<file path="src/hw/pwm_pkg.sv">
// Constants and carrier types for the standard pulse-width channel
package pwm_pkg;

  // ----------------------------------------
  // Bus geometry and register byte offsets
  // ----------------------------------------
  localparam int ADDR_W = 8;
  localparam int NUM_TIMERS = 3;
  localparam logic [7:0] OFF_CTRL = 8'h00;
  localparam logic [7:0] OFF_DUTY_NEXT = 8'h04;
  localparam logic [7:0] OFF_DUTY_ACTIVE = 8'h08;
  localparam logic [7:0] OFF_TSEL = 8'h0c;
  localparam logic [7:0] OFF_PIN_DIR = 8'h10;
  localparam logic [7:0] OFF_IRQ = 8'h14;
  localparam logic [7:0] OFF_STATUS = 8'h18;
  localparam logic [7:0] OFF_TIMER_BASE = 8'h20;
  localparam logic [7:0] TIMER_STRIDE = 8'h10;
  localparam logic [7:0] OFF_T_LIMIT = 8'h00;
  localparam logic [7:0] OFF_T_CTRL = 8'h04;
  localparam logic [7:0] OFF_T_COUNT = 8'h08;

  // ----------------------------------------
  // Field positions and codes
  // ----------------------------------------
  localparam int CTRL_MODE_LSB = 0;
  localparam int CTRL_DUTY_LOW_LSB = 4;
  localparam int TCTL_PRESCALE_LSB = 0;
  localparam int TCTL_RUN_BIT = 2;
  localparam logic [3:0] MODE_PWM = 4'hc;
  localparam logic [1:0] PS_DIV1 = 2'h0;
  localparam logic [1:0] PS_DIV4 = 2'h1;
  localparam logic [5:0] PRE_LAST_DIV1 = 6'h03;
  localparam logic [5:0] PRE_LAST_DIV4 = 6'h0f;
  localparam logic [5:0] PRE_LAST_DIV16 = 6'h3f;
  localparam int LOW_LSB_DIV1 = 0;
  localparam int LOW_LSB_DIV4 = 2;
  localparam int LOW_LSB_DIV16 = 4;

  // ----------------------------------------
  // Values after reset
  // ----------------------------------------
  localparam logic [7:0] RST_CTRL = 8'h00;
  localparam logic [7:0] RST_DUTY = 8'h00;
  localparam logic [7:0] RST_LIMIT = 8'hff;
  localparam logic [2:0] RST_TCTL = 3'h0;
  localparam logic [1:0] RST_TSEL = 2'h0;
  localparam logic RST_PIN_DIR = 1'b1;
  localparam logic [2:0] RST_FLAGS = 3'h0;
  localparam logic [5:0] RST_PRE = 6'h00;
  localparam logic [7:0] RST_COUNT = 8'h00;

  // ----------------------------------------
  // Carrier structs
  // ----------------------------------------
  typedef struct packed {
    logic [7:0] limit;
    logic [1:0] prescale;
    logic run;
  } timer_cfg_t;

  typedef struct packed {
    logic [7:0] count;
    logic [1:0] low;
    logic restart;
  } timer_view_t;

endpackage

</file>
<file path="src/hw/period_timer.sv">
// Shared 8-bit period timer with prescaler and sub-step phase bits
`timescale 1ns/10ps
module period_timer (
  input wire logic pclk,
  input wire logic presetn,
  input pwm_pkg::timer_cfg_t cfg,
  input wire logic sleep,
  input wire logic count_wr,
  input wire logic [7:0] count_wdata,
  output pwm_pkg::timer_view_t view
);
  import pwm_pkg::*;

  typedef struct packed {
    logic [5:0] pre;
    logic [7:0] count;
  } tmr_state_t;

  tmr_state_t st_r;
  tmr_state_t st_nxt;
  logic tick;

  function automatic logic [5:0] pre_last(input logic [1:0] ps);
    if (ps == PS_DIV1) begin
      return PRE_LAST_DIV1;
    end else if (ps == PS_DIV4) begin
      return PRE_LAST_DIV4;
    end
    return PRE_LAST_DIV16;
  endfunction

  // ----------------------------------------
  // Counting
  // ----------------------------------------
  always_comb begin
    st_nxt = st_r;
    // tick every 4, 16 or 64 cycles (phase divide by 1, 4 or 16)
    tick = cfg.run && !sleep && (st_r.pre >= pre_last(cfg.prescale));
    view.restart = tick && (st_r.count == cfg.limit);
    if (count_wr) begin
      st_nxt.count = count_wdata;
      st_nxt.pre = RST_PRE;
    end else if (tick) begin
      st_nxt.pre = RST_PRE;
      if (st_r.count == cfg.limit) begin
        st_nxt.count = RST_COUNT;
      end else begin
        st_nxt.count = st_r.count + 8'h01;
      end
    end else if (cfg.run && !sleep) begin
      st_nxt.pre = st_r.pre + 6'h01;
    end
    view.count = st_r.count;
    if (cfg.prescale == PS_DIV1) begin
      view.low = st_r.pre[LOW_LSB_DIV1 +: 2];
    end else if (cfg.prescale == PS_DIV4) begin
      view.low = st_r.pre[LOW_LSB_DIV4 +: 2];
    end else begin
      view.low = st_r.pre[LOW_LSB_DIV16 +: 2];
    end
  end

  always_ff @(posedge pclk or negedge presetn) begin
    if (!presetn) begin
      st_r <= '{pre: RST_PRE, count: RST_COUNT};
    end else begin
      st_r <= st_nxt;
    end
  end

endmodule

</file>
<file path="src/hw/standard_pwm_channel.sv">
// Standard pulse-width channel with APB registers and three period timers
`timescale 1ns/10ps
module standard_pwm_channel (
  input wire logic pclk,
  input wire logic presetn,
  input wire logic psel,
  input wire logic penable,
  input wire logic pwrite,
  input wire logic [pwm_pkg::ADDR_W-1:0] paddr,
  input wire logic [31:0] pwdata,
  output logic [31:0] prdata,
  output logic pready,
  output logic pslverr,
  input wire logic sleep,
  output logic channel_output_pin,
  output logic channel_output_pin_oe
);
  import pwm_pkg::*;

  typedef struct packed {
    logic [7:0] ctrl;
    logic [7:0] duty_next_high;
    logic [7:0] duty_active_high;
    logic [1:0] low_latch;
    logic [1:0] tsel;
    logic pin_dir;
    logic [NUM_TIMERS-1:0] flags;
    logic [NUM_TIMERS-1:0][7:0] limit;
    logic [NUM_TIMERS-1:0][2:0] tctl;
    logic pin_level;
    logic pin_oe;
    logic rise_pend;
    logic [31:0] prdata;
    logic pslverr;
  } chan_state_t;

  chan_state_t st_r;
  chan_state_t st_nxt;
  timer_cfg_t cfg [NUM_TIMERS];
  timer_view_t view [NUM_TIMERS];
  timer_view_t sv;
  logic [NUM_TIMERS-1:0] cnt_wr;
  logic [NUM_TIMERS-1:0] restarts;
  logic setup;
  logic take_wr;
  logic hit;
  logic pwm_mode;
  logic [9:0] base;
  logic [9:0] duty_act;
  logic [9:0] duty_pend;
  logic [31:0] rd;

  // ----------------------------------------
  // Helpers
  // ----------------------------------------
  function automatic logic [7:0] timer_addr(input int idx, input logic [7:0] off);
    return 8'(OFF_TIMER_BASE + 8'(idx) * TIMER_STRIDE + off);
  endfunction

  function automatic int timer_index(input logic [1:0] code);
    if (int'(code) < NUM_TIMERS) begin
      return int'(code);
    end
    return 0;
  endfunction

  function automatic logic is_pwm(input logic [7:0] ctrl);
    return ctrl[CTRL_MODE_LSB +: 4] == MODE_PWM;
  endfunction

  function automatic logic [1:0] duty_low(input logic [7:0] ctrl);
    return ctrl[CTRL_DUTY_LOW_LSB +: 2];
  endfunction

  // ----------------------------------------
  // Shared period timers
  // ----------------------------------------
  for (genvar g = 0; g < NUM_TIMERS; g++) begin : g_tmr
    assign cfg[g].limit = st_r.limit[g];
    assign cfg[g].prescale = st_r.tctl[g][TCTL_PRESCALE_LSB +: 2];
    assign cfg[g].run = st_r.tctl[g][TCTL_RUN_BIT];
    assign restarts[g] = view[g].restart;
    period_timer u_tmr (
      .pclk(pclk),
      .presetn(presetn),
      .cfg(cfg[g]),
      .sleep(sleep),
      .count_wr(cnt_wr[g]),
      .count_wdata(pwdata[7:0]),
      .view(view[g])
    );
  end

  // ----------------------------------------
  // Register file, bus and waveform
  // ----------------------------------------
  always_comb begin
    st_nxt = st_r;
    setup = psel && !penable;
    take_wr = psel && penable && pwrite;
    cnt_wr = '0;
    hit = 1'b0;
    rd = 32'h0000_0000;

    // Read decode
    unique case (paddr)
      OFF_CTRL: begin
        hit = 1'b1;
        rd = {24'h00_0000, st_r.ctrl};
      end
      OFF_DUTY_NEXT: begin
        hit = 1'b1;
        rd = {24'h00_0000, st_r.duty_next_high};
      end
      OFF_DUTY_ACTIVE: begin
        hit = 1'b1;
        rd = {24'h00_0000, st_r.duty_active_high};
      end
      OFF_TSEL: begin
        hit = 1'b1;
        rd = {30'h0000_0000, st_r.tsel};
      end
      OFF_PIN_DIR: begin
        hit = 1'b1;
        rd = {31'h0000_0000, st_r.pin_dir};
      end
      OFF_IRQ: begin
        hit = 1'b1;
        rd = {29'h0000_0000, st_r.flags};
      end
      OFF_STATUS: begin
        hit = 1'b1;
        rd = {28'h000_0000, st_r.low_latch, st_r.pin_oe, st_r.pin_level};
      end
      default: begin
        hit = 1'b0;
      end
    endcase
    for (int i = 0; i < NUM_TIMERS; i++) begin
      if (paddr == timer_addr(i, OFF_T_LIMIT)) begin
        hit = 1'b1;
        rd = {24'h00_0000, st_r.limit[i]};
      end
      if (paddr == timer_addr(i, OFF_T_CTRL)) begin
        hit = 1'b1;
        rd = {29'h0000_0000, st_r.tctl[i]};
      end
      if (paddr == timer_addr(i, OFF_T_COUNT)) begin
        hit = 1'b1;
        rd = {24'h00_0000, view[i].count};
      end
    end

    // Answer prepared in the setup cycle
    if (setup) begin
      st_nxt.prdata = hit ? rd : 32'h0000_0000;
      st_nxt.pslverr = !hit;
    end

    // Software writes
    if (take_wr && hit) begin
      unique case (paddr)
        OFF_CTRL: begin
          st_nxt.ctrl = pwdata[7:0];
        end
        OFF_DUTY_NEXT: begin
          st_nxt.duty_next_high = pwdata[7:0];
        end
        OFF_DUTY_ACTIVE: begin
          if (!is_pwm(st_r.ctrl)) begin
            st_nxt.duty_active_high = pwdata[7:0];
          end
        end
        OFF_TSEL: begin
          st_nxt.tsel = pwdata[1:0];
        end
        OFF_PIN_DIR: begin
          st_nxt.pin_dir = pwdata[0];
        end
        OFF_IRQ: begin
          st_nxt.flags = st_r.flags & ~pwdata[NUM_TIMERS-1:0];
        end
        default: begin
        end
      endcase
      for (int i = 0; i < NUM_TIMERS; i++) begin
        if (paddr == timer_addr(i, OFF_T_LIMIT)) begin
          st_nxt.limit[i] = pwdata[7:0];
        end
        if (paddr == timer_addr(i, OFF_T_CTRL)) begin
          st_nxt.tctl[i] = pwdata[2:0];
        end
        if (paddr == timer_addr(i, OFF_T_COUNT)) begin
          cnt_wr[i] = 1'b1;
        end
      end
    end

    st_nxt.flags = st_nxt.flags | restarts;

    // ----------------------------------------
    // Waveform of the selected timer
    // ----------------------------------------
    sv = view[timer_index(st_r.tsel)];
    pwm_mode = is_pwm(st_r.ctrl);
    base = {sv.count, sv.low};
    duty_act = {st_r.duty_active_high, st_r.low_latch};
    duty_pend = {st_r.duty_next_high, duty_low(st_r.ctrl)};
    if (!pwm_mode) begin
      st_nxt.pin_level = 1'b0;
      st_nxt.rise_pend = 1'b0;
    end else if (!sleep) begin
      if (base == duty_act) begin
        st_nxt.pin_level = 1'b0;
      end
      if (sv.restart) begin
        {st_nxt.duty_active_high, st_nxt.low_latch} = duty_pend;
        // Rise one cycle late, in step with the registered match
        st_nxt.rise_pend = 1'b1;
      end else if (st_r.rise_pend) begin
        st_nxt.pin_level = duty_act != 10'h000;
        st_nxt.rise_pend = 1'b0;
      end
    end

    // drive only when direction is output
    st_nxt.pin_oe = is_pwm(st_nxt.ctrl) && !st_nxt.pin_dir;
  end

  // ----------------------------------------
  // State registers
  // ----------------------------------------
  always_ff @(posedge pclk or negedge presetn) begin
    if (!presetn) begin
      st_r.ctrl <= RST_CTRL;
      st_r.duty_next_high <= RST_DUTY;
      st_r.duty_active_high <= RST_DUTY;
      st_r.low_latch <= 2'h0;
      st_r.tsel <= RST_TSEL;
      st_r.pin_dir <= RST_PIN_DIR;
      st_r.flags <= RST_FLAGS;
      st_r.limit <= {NUM_TIMERS{RST_LIMIT}};
      st_r.tctl <= {NUM_TIMERS{RST_TCTL}};
      st_r.pin_level <= 1'b0;
      st_r.pin_oe <= 1'b0;
      st_r.rise_pend <= 1'b0;
      st_r.prdata <= 32'h0000_0000;
      st_r.pslverr <= 1'b0;
    end else begin
      st_r <= st_nxt;
    end
  end

  // ----------------------------------------
  // Outputs
  // ----------------------------------------
  assign pready = 1'b1;
  assign prdata = st_r.prdata;
  assign pslverr = st_r.pslverr;
  assign channel_output_pin = st_r.pin_level;
  assign channel_output_pin_oe = st_r.pin_oe;

endmodule

</file>
<file path="config.mk">
export PLATFORM = sky130hd
export DESIGN_NAME = standard_pwm_channel
export DESIGN_NICKNAME = d
export VERILOG_FILES = /design/src/hw/pwm_pkg.sv /design/src/hw/period_timer.sv /design/src/hw/standard_pwm_channel.sv
export SDC_FILE = /design/constraint.sdc
export NUM_CORES = 1
export LEC_CHECK = 0
export BUFFER_PORTS_ARGS = -buffer_cell sky130_fd_sc_hd__buf_2
export CAP_MARGIN = 30
export CELL_PAD_IN_SITES_DETAIL_PLACEMENT = 1
export CELL_PAD_IN_SITES_GLOBAL_PLACEMENT = 2
export CORE_ASPECT_RATIO = 2
export CORE_MARGIN = 2
export CORE_UTILIZATION = 34
export DETAILED_ROUTE_END_ITERATION = 10
export HOLD_SLACK_MARGIN = 0.03
export PLACE_DENSITY = 0.79
export SKIP_LAST_GASP = 1
export SYNTH_ARGS = -nofsm -noshare
export SYNTH_HDL_FRONTEND = slang
export SYNTH_SLANG_ARGS = --single-unit
export TNS_END_PERCENT = 1
</file>
<file path="constraint.sdc">
create_clock -name pclk -period 2.2 [get_ports pclk]
set_input_delay 0.11 -clock pclk [delete_from_list [all_inputs] [get_ports pclk]]
set_output_delay 0.11 -clock pclk [all_outputs]
set_load 0.01 [all_outputs]
</file>
# Word-level counts from Yosys, hierarchy flattened
# Index checks and enable logic that the tools add are counted.
# word_totals
regBits	143
input_bits	46
output_inout_bits	36
wordCells	198
# classes
add_sub_neg	6
magnitude_cmp	5
n_eq_ne	25
mux	92
n_bitwise	5
n_reduce_logical	40
# ops
op	count
32-bit 2-to-1 mux	11
8-bit 2-to-1 mux	12
6-bit 2-to-1 mux	15
8-bit one-hot mux with 7 select lines	1
8-bit by 6-bit equality test with 1-bit output, second input constant	6
14-bit 2-to-1 mux	3
37-bit 2-to-1 mux	1
32-bit by 3-bit >= comparator with 1-bit output, second input constant	1
32-bit NOT	1
10-bit 2-to-1 mux	3
1-bit 2-to-1 mux	29
8-bit by 1-bit adder with 8-bit output, second input constant	3
8-bit by 5-bit equality test with 1-bit output, second input constant	3
8-bit by 7-bit equality test with 1-bit output, second input constant	3
8-bit equality test	3
11-bit binary-select mux with 2-bit select	1
11-bit 2-to-1 mux	2
20-bit 2-to-1 mux	1
6-bit by 1-bit adder with 6-bit output, second input constant	3
6-bit >= comparator	3
2-bit AND reduction	9
8-bit by 4-bit equality test with 1-bit output, second input constant	2
3-bit 2-to-1 mux	5
1-bit logical AND	14
other kinds (20)	38

# Depth between registers and ports, before layout
# logic_depth
depth_word	17
mapped_depth	10
ltp_nobuf	9

# Hierarchy
# From an unflattened synthesis, not the netlist that was laid out.
# unflattened
cells_unflattened	889
hier_area_um2	8403.1
# by_module_without_submodules
mod	instances	cells_each	area_per_inst_um2	seq_area_each_um2
standard_pwm_channel	1	504	5049.8	1958.1
period_timer (g_tmr[0].u_tmr ...)	2	131	1132.3	350.3
period_timer (g_tmr[1].u_tmr)	1	123	1088.5	350.3

# Worst setup path before layout
# Ideal clock, no wire load.
# synth_path
path_kind	register to register
from	reg st_r, in the netlist cfg[24]
to	reg st_r, in the netlist duty_act[0]
setup_time_ns	0.125
t_arrival_ns	2.288
t_required_ns	2.075
path_slack_ns	-0.213
path_stages_with_launch	11
path_buffers	1
period_less_slack_ns	2.413
cell_sequence	dfrtp_1 inv_1 ha_1 o21ai_0 o21ai_0 o211a_1 clkbuf_1 and3_1 nor2_1 o22ai_4 mux2_2
# synth_via
elab_chain_len	11
elab_cells_between_ends	13
cone_classes	1 x order compare; 1 x eq/ne; 7 x mux; 4 x reduce/logical
# synth_lines
element	line_no	text
start, declared	standard_pwm_channel.sv:37	chan_state_t st_r;
start signal, assigned	standard_pwm_channel.sv:250	st_r <= st_nxt;
2-bit by 1-bit equality test with 1-bit output	period_timer.sv:26	end else if (ps == PS_DIV4) begin
1-bit 2-to-1 mux	period_timer.sv:26	
1-bit 2-to-1 mux	period_timer.sv:24	if (ps == PS_DIV1) begin
6-bit 2-to-1 mux *	period_timer.sv:29	return PRE_LAST_DIV16;
6-bit >= comparator *	period_timer.sv:38	tick = cfg.run && !sleep && (st_r.pre >= pre_last(cfg.prescale));
1-bit logical AND *	period_timer.sv:38	
1-bit logical AND *	period_timer.sv:39	view.restart = tick && (st_r.count == cfg.limit);
11-bit binary-select mux with 2-bit select *	standard_pwm_channel.sv:204	sv = view[timer_index(st_r.tsel)];
11-bit 2-to-1 mux (not written as such) * (2 in series)	standard_pwm_channel.sv:204	
3-bit AND reduction (no source line) *	-	
# Mark *: on every way between the ends. The rest lies on a longest branch, timed or not. The select of a mux whose other input is x is not followed.
# A chain may end at the register's enable or synchronous reset.

# Worst setup path after layout
# layout_path
from	reg st_r[73] in the netlist's numbering
to	reg st_r, in the netlist channel_output_pin
# layout_via
elab_chain_len	13
elab_cells_between_ends	14
cone_classes	1 x order compare; 1 x eq/ne; 11 x mux; 1 x bitwise
# layout_lines
element	line_no	text
2-bit < comparator	standard_pwm_channel.sv:61	if (int'(code) < NUM_TIMERS) begin
2-bit 2-to-1 mux or 1-bit 2-to-1 mux (tied branches)	standard_pwm_channel.sv:61	
32-bit 2-to-1 mux *	standard_pwm_channel.sv:64	return 0;
32-bit NOT (not written as such) *	standard_pwm_channel.sv:204	
11-bit binary-select mux with 2-bit select *	standard_pwm_channel.sv:204	
11-bit 2-to-1 mux (not written as such) * (2 in series)	standard_pwm_channel.sv:204	
10-bit equality test	standard_pwm_channel.sv:213	if (base == duty_act) begin
1-bit 2-to-1 mux	standard_pwm_channel.sv:213	
1-bit 2-to-1 mux	standard_pwm_channel.sv:220	end else if (st_r.rise_pend) begin
1-bit 2-to-1 mux *	standard_pwm_channel.sv:216	if (sv.restart) begin
1-bit 2-to-1 mux *	standard_pwm_channel.sv:212	end else if (!sleep) begin
1-bit 2-to-1 mux *	standard_pwm_channel.sv:209	if (!pwm_mode) begin
# Marks and branches as above.

==> results.md <==
* # rows at 78
* Pint at about 3900 µW
* Routed via count at between 7k and 8k
* Critical path endpoint category: flip-flop
* Worst rel slew slack at around 57%
* Die span in x at 111 µm
* Nets at 1038
* Initial antenna violation count at 0
* Synthesized area at roughly 0.0078 mm²
* PwrDens at 531 mW/mm²
* Least-Margin Pin Slew at roughly 650 ps
* R2R Setup Slk at -240 ps
* # clock sinks at 119
* Static Leakage at 0.00454 µW
* GRT overflow at 0
* Hold Path Origin: pwdata[1]
* Net Sw Power at 1360 µW
* Pins Over Slew Limit at 0
* # diodes at 0
* CTS tree: yes
* First-pass GRT wire length at 47.3 mm
* Core Footprint at 0.0225 mm²
* Pre-CTS worst setup slack at -326 ps
* EDFF count, synth at 0
* DR WL/cell at 24.7 µm
* Most frequent cells in the layout: buf_4, dfrtp_1, nand2_1
* Max VDD drop at between 0.0003 and 0.0004 V
* Die Height at 218 µm
* Gate Count Post-Synth at 815
* Distinct cell type count after synthesis at 65
* Seq pwr share at 42.6%
* Layout Skew at 9.43 ps
* Final ANT Viol Nets at 0
* Ports at 82
* Synth Register Bits at approximately 120
* Finish-stage setup viols at 18
* DRT Pass-1 Iters at 5
* RSZ-0062 raised after global routing: true
* Routed Wire Length at between 30 and 40 mm
* FFs w/ async S/R, synth at 100%
* Syn-to-layout area delta at 27.6%
* DR vias/cell at 5.81
* Max Cap Viol at 0
* Placer Congestion at 1.01
* Outcome: finished, violations left
* Largest net degree at the start of global routing at 49
* RR Startpoint: st_r[73]
* Top FF cell, synth: dfrtp_1
* Kind of critical path: reg2reg
* CP max FO at 4
* Final Total Pwr at about 5300 µW
* Worst setup path endpoint: channel_output_pin
* Initial core utilization at 34.5%
* Max clock buf depth at 2
* Combinational share of power at 7.9%
* Clock share of power at approximately half
* Critical path data required time at 2530 ps
* Worst-Skew Late Latency at 450 ps
* Most common cell after layout, fill and taps aside: buf_4
* Startpoint Class: flip-flop
* Fill cells at approximately 2.6k
* Worst-path clk slew at 60 ps
* TNS Setup at -2530 ps
* Synthesis Warnings at 0
* Total GRT Usage at 26.2%
* Vias in the first global route at 8126
* Syn_area_per_cell at approximately 9.5 µm²
* Switching part of the total at around a quarter
* Min Tclk post-route at 2440 ps
* Final WS setup at -240 ps
* IO Port Bufs at 32
* Worst Setup SP: st_r[73]
* Initial drt markers at 405
* CTS HTree Levels at 4
* Reg2Reg Depth at 8
* Failing checks: setup timing
* Root Buffer: clkbuf_16
* WP data arrival at around 2800 ps
* Layout cells sized above 1 at 37.5%
* DR DRC count at 0
* Num CTS Buffers at 17
* Max Fclk at around 410 MHz
* Post-DP HPWL at approximately 24 mm
* Post-synthesis sequential area ratio at 38.7%
* Full die area at 0.0241 mm²
* Hold Vio Cnt, Final at 0
* Hold crit path type: in2reg
* Worst reg2reg endpoint: channel_output_pin
* Period utilisation layout at 111%
## final cells by class
| class | count | area, µm² | area share, % |
|---|---|---|---|
| clock buffers | 24 | 492 | 4.96 |
| clock inverters | 8 | 47.5 | 0.480 |
| inverters | 7 | 26.3 | 0.265 |
| multi-input cells | 634 | 4490 | 45.3 |
| flip-flops and latches | 119 | 3010 | 30.4 |
| well taps | 280 | 350 | 3.53 |
| repair buffers | 195 | 1490 | 15.0 |
## synthesized netlist by cell type (all sizes together) (3+ instances only)
library cell,number,share of area [%]
dfrtp,94,30
nand2,77,3.9
mux2,71,10
o21ai,67,4.4
nor2,59,3.2
buf,53,4.8
a21oi,37,2.4
xor2,34,3.8
dfstp,25,8.5
clkbuf,24,1.2
and3,22,1.8
a22oi,18,1.7
ha,18,2.9
nand4,18,1.4
a221oi,13,1.5
nor3,13,0.84
nor2b,12,0.97
xnor2,12,1.4
nand3,11,0.71
a211oi,10,0.97
a31oi,10,0.81
o221ai,9,1.0
nor4,8,0.72
o211ai,8,0.77
inv,7,0.34
nor4b,7,0.95
or3,7,0.58
a222oi,6,0.77
nand2b,6,0.48
or3b,6,0.68
and2,5,0.40
mux2i,5,0.64
o22ai,5,0.58
a22o,4,0.45
o21a,4,0.39
o211a,3,0.39
o32ai,3,0.34
or4b,3,0.39
## worst max-delay path, cell delays in order (launching register included)
cell      delay, ps
dfrtp_2         420
buf_4           160
or3b_4          410
o221ai_4         80
xor2_1          180
nand2_1          90
or4_4           490
or3_4           340
a21o_1          160
## worst min path at each step
stage | slack (ps) | endpoint | cells after the start
after CTS | 40 | st_r[70] | 3
after global placement | 110 | g_tmr[0].u_tmr.view[10] | 1
after detailed placement | 120 | g_tmr[0].u_tmr.view[10] | 1
after global routing | 50 | channel_output_pin_oe | 3
after floorplan | -190 | cfg[0] | 0
final | 40 | st_r[70] | 3
## repair_timing
action | 4_1_cts | 5_1_grt
gates resized for setup | 25 | 18
endpoints found under the hold margin | 33 | 0
buffers inserted | 7 | 4
pin swaps | 7 | 3
hold buffers | 1 | 0
setup endpoints to repair | 27 | 38
## routing by layer
layer	up-vias	track usage, %	wire length (µm)
li1	3274	-	-
met1	3710	24.4	10300
met2	243	48.9	16900
met4	0	23.4	3070
met3	132	3.70	968
met5	-	0	0
## state kept, by name, indices dropped and copies added, names as in the netlist
register,cells
g_tmr.u_tmr.st_r,18
channel_output_pin,1
duty_pend,10
pslverr,1
g_tmr.u_tmr.view,24
duty_act,10
cfg,33
prdata,8
st_r,13
channel_output_pin_oe,1
## logic make-up after synthesis
group | count (synthesis) | share of synthesized area, %
AND/OR/NAND/NOR | 258 | 17.4
multiplexers | 76 | 10.9
XOR/XNOR | 46 | 5.19
buffers and inverters | 85 | 6.77
flip-flops | 119 | 38.7
adder cells (fa/ha/maj) | 18 | 2.90
other | 2 | 0.0967
AO/OA/AOI/OAI | 211 | 18.0
## metrics by stage
step	util, %	std cells	hold WS [ps]	cell area, µm²
6_report	44.0	1267	43.3	9910
3_3_place_gp	40.3	1223	109	9090
2_1_floorplan	-	838	-186	7890
3_5_place_dp	40.3	1223	115	9090
4_1_cts	43.4	1263	39.4	9790
5_1_grt	44.0	1267	51.0	9910
## power by group through the flow
stage               Sequential (µW)  Clock, µW  Combinational (µW)
floorplan                      2270          0                 228
global placement               2280          0                 396
detailed placement             2280          0                 403
CTS                            2240       2630                 411
global route                   2240       2710                 448
finish                         2240       2610                 416
Power figures use the tool's default switching activity.
